## src/bmc_regs.svh

```systemverilog
// constants for the beacon mode controller: timing counts, flash codes
// assumes a one-pulse-per-second tick and a 25 MHz system clock
`ifndef BMC_REGS_SVH
`define BMC_REGS_SVH
`define BMC_CLK_HZ 25000000
`define BMC_SELFTEST_MAX_S 5
`define BMC_RESULT_AT_S 3
`define BMC_BURST_PERIOD_S 50
`define BMC_BURST_HOURS 24
`define BMC_BURST_STOP_S (`BMC_BURST_HOURS * 3600)
`define BMC_LONG_FLASH_MS 1000
`define BMC_SHORT_FLASH_MS 60
`define BMC_BEEP_PERIOD_MS 500
`define BMC_BURST_MS 440
`define BMC_MS_CYCLES (`BMC_CLK_HZ / 1000)
`define BMC_FAIL_PREFIX 3
`define BMC_CODE_LOW_BATT 3'h1
`define BMC_CODE_LOW_POWER 3'h2
`define BMC_CODE_SYNTH_LOCK 3'h3
`define BMC_CODE_NO_ID 3'h4
`endif

```

## src/bmc_pkg.sv

```systemverilog
// types for the beacon mode controller
// assumes nothing of its surroundings
package bmc_pkg;
    typedef enum logic [2:0] {
        BMC_OFF = 3'b000,
        BMC_SELFTEST = 3'b001,
        BMC_ARMED = 3'b010,
        BMC_ON = 3'b011
    } bmc_mode_t;
    typedef enum logic [1:0] {
        BMC_SW_OFF = 2'b00,
        BMC_SW_ARM = 2'b01,
        BMC_SW_ON = 2'b10
    } bmc_switch_t;
endpackage

```

## src/bmc_mode_ctrl.sv

```systemverilog
// beacon mode controller: modes, self-test, indicator and buzzer, tx gating
// assumes a seconds tick pin and self-test check inputs held stable
`timescale 1ns/100ps
`default_nettype none
`include "bmc_regs.svh"
module bmc_mode_ctrl #(
    parameter int CNT_W = 16,
    parameter int MS_CYCLES = `BMC_MS_CYCLES
) (
    // clock and reset
    input wire logic CLK_IN,
    input wire logic SYS_RST_IN,
    // front switch, remote panel and crash sensor
    input wire logic SW_ARM_IN,
    input wire logic SW_ON_IN,
    input wire logic REMOTE_RESET_TEST_IN,
    input wire logic REMOTE_ACTIVATE_IN,
    input wire logic CRASH_SENSOR_IN,
    // timebase
    input wire logic SEC_TICK_IN,
    // self-test checks
    input wire logic BATT_LOW_IN,
    input wire logic TX_POWER_LOW_IN,
    input wire logic SYNTH_UNLOCK_IN,
    input wire logic ID_PROGRAMMED_IN,
    // mode and outputs
    output logic [2:0] MODE_OUT,
    output logic HOMING_TX_EN_OUT,
    output logic BURST_TX_EN_OUT,
    output logic INDICATOR_OUT,
    output logic BUZZER_OUT,
    output logic REMOTE_INDICATOR_OUT,
    output logic REMOTE_SOUNDER_OUT,
    output logic REMOTE_PANEL_PWR_OUT,
    output logic TEST_LINK_EN_OUT,
    output logic SELFTEST_FAIL_OUT,
    output logic [2:0] FAIL_CODE_OUT,
    // counters for test equipment
    output logic [CNT_W-1:0] SELFTEST_COUNT_OUT,
    output logic [CNT_W-1:0] BURST_COUNT_OUT
);
    function automatic logic [15:0] ms_flash(input logic [15:0] ms);
        ms_flash = ms;
    endfunction

    logic [6:0] pin_s;
    logic sw_arm, sw_on, rem_rst, rem_on, crash, tick_lvl;
    logic tick_d_ff;
    bmc_sync #(.WIDTH(7)) u_sync (
        .clk_in(CLK_IN),
        .rst_in(SYS_RST_IN),
        .d_in({SEC_TICK_IN, CRASH_SENSOR_IN, REMOTE_ACTIVATE_IN, REMOTE_RESET_TEST_IN,
               SW_ON_IN, SW_ARM_IN, 1'b0}),
        .q_out(pin_s)
    );
    assign sw_arm = pin_s[1] & ~pin_s[2];
    assign sw_on = pin_s[2];
    assign rem_rst = pin_s[3];
    assign rem_on = pin_s[4];
    assign crash = pin_s[5];
    assign tick_lvl = pin_s[6];

    bmc_pkg::bmc_switch_t sw_pos, sw_prev_ff;
    assign sw_pos = sw_on ? bmc_pkg::BMC_SW_ON : (sw_arm ? bmc_pkg::BMC_SW_ARM : bmc_pkg::BMC_SW_OFF);

    wire sec = tick_lvl & ~tick_d_ff;
    wire rem_rst_rise;
    logic rem_rst_d_ff;
    assign rem_rst_rise = rem_rst & ~rem_rst_d_ff;

    bmc_pkg::bmc_mode_t mode_ff, nxt_mode;
    logic st_to_on_ff, nxt_st_to_on;
    logic [2:0] st_sec_ff;
    logic [16:0] on_sec_ff;
    logic [5:0] burst_sec_ff;
    logic fail_ff;
    logic [2:0] code_ff;

    // failure classification
    wire [2:0] fail_code = BATT_LOW_IN ? `BMC_CODE_LOW_BATT :
                           TX_POWER_LOW_IN ? `BMC_CODE_LOW_POWER :
                           SYNTH_UNLOCK_IN ? `BMC_CODE_SYNTH_LOCK :
                           !ID_PROGRAMMED_IN ? `BMC_CODE_NO_ID : 3'h0;

    wire st_done = (mode_ff == bmc_pkg::BMC_SELFTEST) && sec &&
                   (st_sec_ff == 3'(`BMC_SELFTEST_MAX_S - 1));
    wire enter_st = ((sw_prev_ff == bmc_pkg::BMC_SW_OFF) && (sw_pos == bmc_pkg::BMC_SW_ARM)) ||
                    (sw_arm && rem_rst_rise && mode_ff != bmc_pkg::BMC_SELFTEST);
    wire want_on = (sw_pos == bmc_pkg::BMC_SW_ON && sw_prev_ff != bmc_pkg::BMC_SW_ON) ||
                   (sw_arm && (rem_on || crash) && mode_ff == bmc_pkg::BMC_ARMED);

    always_comb begin
        nxt_mode = mode_ff;
        nxt_st_to_on = st_to_on_ff;
        case (mode_ff)
            bmc_pkg::BMC_OFF: begin
                if (enter_st) begin
                    nxt_mode = bmc_pkg::BMC_SELFTEST;
                    nxt_st_to_on = 1'b0;
                end else if (want_on) begin
                    nxt_mode = bmc_pkg::BMC_SELFTEST;
                    nxt_st_to_on = 1'b1;
                end
            end
            bmc_pkg::BMC_SELFTEST: begin
                // switch moved to on mid-test: go on after the
                if (sw_pos == bmc_pkg::BMC_SW_ON) begin
                    nxt_st_to_on = 1'b1;
                end
                // activation while armed is kept, not lost
                if (sw_arm && (rem_on || crash)) begin
                    nxt_st_to_on = 1'b1;
                end
                if (st_done) begin
                    nxt_mode = st_to_on_ff ? bmc_pkg::BMC_ON : bmc_pkg::BMC_ARMED;
                end
            end
            bmc_pkg::BMC_ARMED: begin
                if (want_on) begin
                    nxt_mode = bmc_pkg::BMC_SELFTEST;
                    nxt_st_to_on = 1'b1;
                end else if (enter_st) begin
                    nxt_mode = bmc_pkg::BMC_SELFTEST;
                    nxt_st_to_on = 1'b0;
                end
            end
            bmc_pkg::BMC_ON: begin
                if (sw_arm && rem_rst_rise) begin
                    nxt_mode = bmc_pkg::BMC_ARMED;
                end
            end
            default: nxt_mode = bmc_pkg::BMC_OFF;
        endcase
        if (sw_pos == bmc_pkg::BMC_SW_OFF) begin
            nxt_mode = bmc_pkg::BMC_OFF;
        end
    end

    // millisecond pattern timer, resets on mode change
    logic [24:0] cyc_ff;
    logic [15:0] ms_ff;
    wire ms_tick = (cyc_ff == 25'(MS_CYCLES - 1));
    // wrap on a whole pattern period so flash and beep stay even
    wire ms_wrap = (ms_ff == 16'hea5f);
    wire mode_chg = (nxt_mode != mode_ff);

    always_ff @(posedge CLK_IN) begin
        if (SYS_RST_IN) begin
            mode_ff <= bmc_pkg::BMC_OFF;
            st_to_on_ff <= 1'b0;
            sw_prev_ff <= bmc_pkg::BMC_SW_OFF;
            tick_d_ff <= 1'b0;
            rem_rst_d_ff <= 1'b0;
            cyc_ff <= '0;
            ms_ff <= '0;
        end else begin
            mode_ff <= nxt_mode;
            st_to_on_ff <= nxt_st_to_on;
            sw_prev_ff <= sw_pos;
            tick_d_ff <= tick_lvl;
            rem_rst_d_ff <= rem_rst;
            cyc_ff <= (mode_chg || ms_tick) ? 25'h0 : cyc_ff + 25'h1;
            ms_ff <= mode_chg ? 16'h0 : (ms_tick ? (ms_wrap ? 16'h0 : ms_ff + 16'h1) : ms_ff);
        end
    end

    // self-test and on-mode second counters
    always_ff @(posedge CLK_IN) begin
        if (SYS_RST_IN) begin
            st_sec_ff <= '0;
            on_sec_ff <= '0;
            burst_sec_ff <= '0;
            fail_ff <= 1'b0;
            code_ff <= '0;
        end else begin
            if (mode_chg) begin
                st_sec_ff <= '0;
                on_sec_ff <= '0;
                burst_sec_ff <= '0;
            end else if (sec) begin
                st_sec_ff <= st_sec_ff + 3'h1;
                if (on_sec_ff != 17'(`BMC_BURST_STOP_S)) begin
                    on_sec_ff <= on_sec_ff + 17'h1;
                end
                burst_sec_ff <= (burst_sec_ff == 6'(`BMC_BURST_PERIOD_S - 1)) ? 6'h0 : burst_sec_ff + 6'h1;
            end
            if (mode_ff == bmc_pkg::BMC_SELFTEST && st_sec_ff == 3'h0) begin
                fail_ff <= (fail_code != 3'h0);
                code_ff <= fail_code;
            end
        end
    end

    // burst trigger every fifty seconds within the first day
    wire burst_start = (mode_ff == bmc_pkg::BMC_ON) && sec && !mode_chg &&
                       (burst_sec_ff == 6'(`BMC_BURST_PERIOD_S - 1)) &&
                       (on_sec_ff < 17'(`BMC_BURST_STOP_S));
    logic [15:0] burst_ms_ff;
    logic burst_ff;
    always_ff @(posedge CLK_IN) begin
        if (SYS_RST_IN) begin
            burst_ff <= 1'b0;
            burst_ms_ff <= '0;
        end else if (mode_ff != bmc_pkg::BMC_ON || mode_chg) begin
            burst_ff <= 1'b0;
            burst_ms_ff <= '0;
        end else if (burst_start) begin
            burst_ff <= 1'b1;
            burst_ms_ff <= '0;
        end else if (burst_ff && ms_tick) begin
            burst_ms_ff <= burst_ms_ff + 16'h1;
            if (burst_ms_ff == ms_flash(16'(`BMC_BURST_MS - 1))) begin
                burst_ff <= 1'b0;
            end
        end
    end

    // counters survive reset: no reset branch
    logic [CNT_W-1:0] st_cnt_ff = '0;
    logic [CNT_W-1:0] burst_cnt_ff = '0;
    always_ff @(posedge CLK_IN) begin
        if (st_done) begin
            st_cnt_ff <= st_cnt_ff + 1'b1;
        end
        if (burst_start) begin
            burst_cnt_ff <= burst_cnt_ff + 1'b1;
        end
    end

    // self-test result flash pattern, starting at three seconds
    localparam int RES_MS = `BMC_RESULT_AT_S * 1000;
    localparam int SF = `BMC_SHORT_FLASH_MS;
    wire [15:0] rel_ms = ms_ff - 16'(RES_MS);
    wire in_res = (ms_ff >= 16'(RES_MS));
    wire [4:0] slot = 5'(rel_ms / 16'(2 * SF));
    wire slot_on = ((rel_ms % 16'(2 * SF)) < 16'(SF));
    wire [4:0] n_fl = 5'(`BMC_FAIL_PREFIX) + {2'b00, code_ff};
    wire res_ind = in_res && (fail_ff ? (slot_on && slot < n_fl)
                                      : (rel_ms < ms_flash(16'(`BMC_LONG_FLASH_MS))));
    // transmit-mode patterns
    wire [15:0] ph = ms_ff % 16'(`BMC_BEEP_PERIOD_MS);
    wire homing_flash = (ms_ff % 16'h03e8) < 16'h0064;
    wire homing_beep = ph < 16'h0064;

    wire is_on = (mode_ff == bmc_pkg::BMC_ON);
    wire is_st = (mode_ff == bmc_pkg::BMC_SELFTEST);
    wire nxt_ind = is_st ? res_ind : (is_on ? (burst_ff ? 1'b1 : homing_flash) : 1'b0);
    wire nxt_buz = is_st ? 1'b1 : (is_on ? (!burst_ff && homing_beep) : 1'b0);

    always_ff @(posedge CLK_IN) begin
        if (SYS_RST_IN) begin
            MODE_OUT <= 3'h0;
            HOMING_TX_EN_OUT <= 1'b0;
            BURST_TX_EN_OUT <= 1'b0;
            INDICATOR_OUT <= 1'b0;
            BUZZER_OUT <= 1'b0;
            REMOTE_INDICATOR_OUT <= 1'b0;
            REMOTE_SOUNDER_OUT <= 1'b0;
            REMOTE_PANEL_PWR_OUT <= 1'b0;
            TEST_LINK_EN_OUT <= 1'b0;
            SELFTEST_FAIL_OUT <= 1'b0;
            FAIL_CODE_OUT <= 3'h0;
            SELFTEST_COUNT_OUT <= '0;
            BURST_COUNT_OUT <= '0;
        end else begin
            MODE_OUT <= mode_ff;
            HOMING_TX_EN_OUT <= is_on;
            BURST_TX_EN_OUT <= is_on && burst_ff;
            INDICATOR_OUT <= nxt_ind;
            BUZZER_OUT <= nxt_buz;
            REMOTE_INDICATOR_OUT <= nxt_ind;
            REMOTE_SOUNDER_OUT <= nxt_buz;
            REMOTE_PANEL_PWR_OUT <= sw_arm;
            TEST_LINK_EN_OUT <= is_st;
            SELFTEST_FAIL_OUT <= fail_ff;
            FAIL_CODE_OUT <= code_ff;
            SELFTEST_COUNT_OUT <= st_cnt_ff;
            BURST_COUNT_OUT <= burst_cnt_ff;
        end
    end
endmodule // bmc_mode_ctrl
`default_nettype wire

```

## src/bmc_sync.sv

```systemverilog
// three-stage synchroniser for asynchronous pins
// assumes one clock; output changes once stages two and three agree
`timescale 1ns/100ps
`default_nettype none
module bmc_sync #(
    parameter int WIDTH = 1
) (
    input wire logic clk_in,
    input wire logic rst_in,
    input wire logic [WIDTH-1:0] d_in,
    output logic [WIDTH-1:0] q_out
);
    logic [WIDTH-1:0] s1_ff;
    logic [WIDTH-1:0] s2_ff;
    logic [WIDTH-1:0] s3_ff;
    logic [WIDTH-1:0] nxt_q;
    integer i;
    always_comb begin
        nxt_q = q_out;
        for (i = 0; i < WIDTH; i = i + 1) begin
            if (s2_ff[i] == s3_ff[i]) begin
                nxt_q[i] = s3_ff[i];
            end
        end
    end
    always_ff @(posedge clk_in) begin
        if (rst_in) begin
            s1_ff <= '0;
            s2_ff <= '0;
            s3_ff <= '0;
            q_out <= '0;
        end else begin
            s1_ff <= d_in;
            s2_ff <= s1_ff;
            s3_ff <= s2_ff;
            q_out <= nxt_q;
        end
    end
endmodule // bmc_sync
`default_nettype wire

```

## config.mk

```make
export PLATFORM = sky130hd
export DESIGN_NAME = bmc_mode_ctrl
export DESIGN_NICKNAME = d
export VERILOG_FILES = /design/src/bmc_pkg.sv /design/src/bmc_mode_ctrl.sv /design/src/bmc_sync.sv
export VERILOG_INCLUDE_DIRS = /design/src /design/src/src
export SDC_FILE = /design/constraint.sdc
export NUM_CORES = 1
export LEC_CHECK = 0
export BUFFER_PORTS_ARGS = -buffer_cell sky130_fd_sc_hd__clkbuf_2
export CORE_MARGIN = 8
export CORE_UTILIZATION = 30
export DETAILED_ROUTE_END_ITERATION = 10
export GPL_TIMING_DRIVEN = 0
export PLACE_DENSITY_LB_ADDON = 0.15
export SETUP_SLACK_MARGIN = 0.2
export SLEW_MARGIN = 20
export SYNTH_ARGS = -nofsm -noshare
export SYNTH_HDL_FRONTEND = slang
export SYNTH_SLANG_ARGS = --single-unit
```

## constraint.sdc

```tcl
create_clock -name CLK_IN -period 6.6 [get_ports CLK_IN]
set_input_delay 0.99 -clock CLK_IN [delete_from_list [all_inputs] [get_ports CLK_IN]]
set_output_delay 0.99 -clock CLK_IN [all_outputs]
set_load 0.005 [all_outputs]
```

==> qor.txt <==
run status: completed
Avg Inst Size Synth: 8.35 sq um
post-synthesis sequential area ratio: 35.7%
gr busiest metal: met2
Placed Cells: 2,009
CP required: 6.97 ns
Port Buffers: 58
period utilization: 98.8%
RSZ-0062 raised after global routing: yes
switching power: 542 uW
max frequency: 0.153 GHz
Pre-Repair DR Iteration Count: 5
CTS Root Cell: clkbuf_16
Net Sw Frac: 23.8%
startpoint of the worst hold path: u_sync.s1_ff[2]
# rows: 73
hpwl dp: 23.7 mm
main combinational cell family by area after synthesis: simple AND/OR/NAND/NOR gates
VDD IR max: 0.192 mV
Least-Margin Pin Slew: 0.821 ns
clk buf depth: 2
layout cell share with drive strength beyond 1: 24.1%
Setup crit end kind: flip-flop
gp weighted congestion: 0.821
non-filler instance count after layout: 2,112
final setup vio count: 0
Worst Path Arrival: 6.89 ns
FF-to-FF Start: ms_ff[4]
Fin. Hold Viols: 0
starting density of the core: 30.1%
post-synthesis mux area share: 1.71%
Synth Area in Adders: 2.28%
Post-synth EDFFs: 32
Mapped Area: 11,900 sq um
cells after synthesis: 1,424
GRT met2 Usage: 23.1%
drt drc: 0
clock share of power: 44.7%
Die Span X: 215 microns
Slew headroom: 44.9%
Iteration-0 DRC Markers: 596
DR WL/cell: 15.5 microns
Core Area: 39,500 sq um
Multi-input gate area: 8280 sq um
H-tree levels: 4
Seq cells post-synth: 196
register share of total power: 53.6%
Worst path top cell family by delay: compound AO/OA/AOI/OAI gates
Clock Sinks: 196
first-pass GRT wire length: 54.0 mm
P&R area growth vs syn: 27.1%
Comb pwr share: 1.7%
Die ar.: 46,300 sq um
post-synthesis xor/xnor area fraction: 11.2%
DIE HEIGHT: 215 microns
max incr delay on CP: 0.51 ns
TritonCTS buffer count: 17
Vias/cell: 5.06
Synth async-reset ratio: 0%
MaxCap Viol Count: 0
crit path kind: flip-flop to flip-flop
slowest CP cell: or4b_4
grt total ovfl: 0
WL final: 32.8 mm
critical path peak fanout: 6
TritonCTS clock tree: yes
PD cells: 151 nW/um^2
syn_nets: 1,456
Synth Area in Compound Gates: 17.7%
initial antenna violation count: 0
storage element area: 4250 sq um
Tmin final: 6.52 ns
Pint: 1.74 mW
gr usage total: 13.8%
number of nets in the layout: 1,605
worst setup path start: ms_ff[4]
vias in the first global route: 10,500
Synth Flop Type: dfxtp_1
CP startpoint kind: flip-flop
leak pwr: 5.40 nW
Ports: 59
GR Util met1: 18.2%
post-route ant nets: 0
Yosys cell types: 107
fin. max-slew vios: 0
pin count of the biggest net entering global routing: 21
DR vias: 10,700
Hold Buf Count CTS: 0
type of the most critical hold path: flip-flop to flip-flop
CTS clock-pin slew for the worst setup and hold paths: 0.08 ns
CP bufs+invs: 5
synth warn: 0
grt met3 use: 2.39%
simple-gate share of the synthesized area: 27.8%
Fill cells: 4,093
Setup Skew: 0.0155 ns
Clock Latency Late Sink: 0.44 ns
Tot Pwr: 2.28 mW
[repair_timing]
action	CTS	global route
cloned	1	0
endpoints found under the setup margin	2	2
gates resized for setup	120	100
setup buffers	47	22
pin swaps	48	47
[path summary, 6_finish.rpt]
| path | endpoint | slack [ns] | depth (start not counted) |
|---|---|---|---|
| setup / recovery | REMOTE_SOUNDER_OUT | 0.08 | 27 |
| hold / removal | u_sync.s2_ff[2] | 0.43 | 1 |
| setup reg to reg | REMOTE_SOUNDER_OUT | 0.08 | 27 |
| hold reg to reg | u_sync.s2_ff[2] | 0.43 | 1 |
[routing by layer]
layer,vias to the layer above,routed length [microns],part of all wire [%]
li1,5392,-,-
met3,20,885,2.7
met2,135,15600,48
met4,0,367,1.1
met1,5131,16000,49
met5,-,0,0
[kinds of logic (layout without fill, tap and decap cells)]
family	Yosys count	after routing
and+or+nand+nor	655	655
AOI/OAI and AO/OA	284	284
DFF	196	196
xor gates and xnor gates	151	151
buffers and inverters	97	259
adders and majority gates	22	22
muxes	18	18
other	1	2
[sequential cells by signal, summed over array words and instances (netlist names), 2 cells and up]
name and count:
burst_cnt_ff 16, mode_ff 3, ms_ff 16, BURST_COUNT_OUT 16
sw_prev_ff 2, on_sec_ff 17, u_sync.q_out 6, FAIL_CODE_OUT 3
u_sync.s1_ff 6, code_ff 3, st_sec_ff 3, cyc_ff 25
burst_ms_ff 16, SELFTEST_COUNT_OUT 16, MODE_OUT 3, u_sync.s3_ff 6
burst_sec_ff 6, u_sync.s2_ff 6, st_cnt_ff 16
[layout make-up]
cell class,instances,share of cell area [%]
clock buffers,19,2.86
plain buffers,58,2.45
diodes,1,0.0166
well taps,525,4.35
multi-input cells,1131,54.8
clock inverters,13,0.902
repair buffers,130,5.55
inverters,39,0.993
flip-flops and latches,196,28.1
[power groups by stage]
stage               sequential [mW]  combinational [mW]  clock [mW]
finish                         1.22              0.0382        1.02
detailed placement             1.25              0.0400           0
CTS                            1.22              0.0401        1.06
global placement               1.25              0.0401           0
global route                   1.22              0.0436        1.11
floorplan                      1.25              0.0199           0
[through the flow]
stage | hold slack [ns] | worst slack (ns) | instance area [sq um] | setup TNS (ns) | utilization [%]
final | 0.431 | 0.0782 | 15100 | 0 | 38.3
after global routing | 0.453 | -0.245 | 15100 | -0.463 | 38.3
after CTS | 0.433 | 0.00125 | 14500 | 0 | 36.7
after detailed placement | 0.422 | -1.15 | 12900 | -2.08 | 32.7
after global placement | 0.423 | -1.19 | 12900 | -2.12 | 32.6
after floorplan | 0.414 | 0.222 | 11900 | 0 | -
[cell usage after synthesis (all sizes together), types with 11 or more instances]
master	instances	area share (%)
a211oi	19	1.5
a21oi	64	2.8
a31oi	12	0.68
and2	16	0.84
and3	24	1.3
buf	26	1.4
clkbuf	32	1.0
dfxtp	164	28
edfxtp	32	8.1
ha	20	2.1
inv	39	1.2
nand2	123	3.9
nand2b	11	0.58
nand3	69	2.9
nand4	34	1.8
nor2	193	6.1
nor2b	66	3.5
nor3	41	1.9
nor4	20	1.1
o21a	13	0.88
o21ai	53	2.2
o31ai	11	0.85
or2	12	0.63
xnor2	89	6.6
xor2	62	4.6
[cells in the final DEF (no fill, tap or decap), types with 54 or more instances in the layout]
cell type / synthesis / final
a21oi_1: 62 / 54
nor2b_1: 66 / 66
buf_4: 8 / 79
xnor2_1: 88 / 76
nand3_1: 69 / 66
xor2_1: 62 / 57
nand2_1: 122 / 117
clkbuf_2: 0 / 62
nor2_1: 193 / 185
dfxtp_1: 164 / 162
No activity file was read; power rests on OpenSTA's default activity.
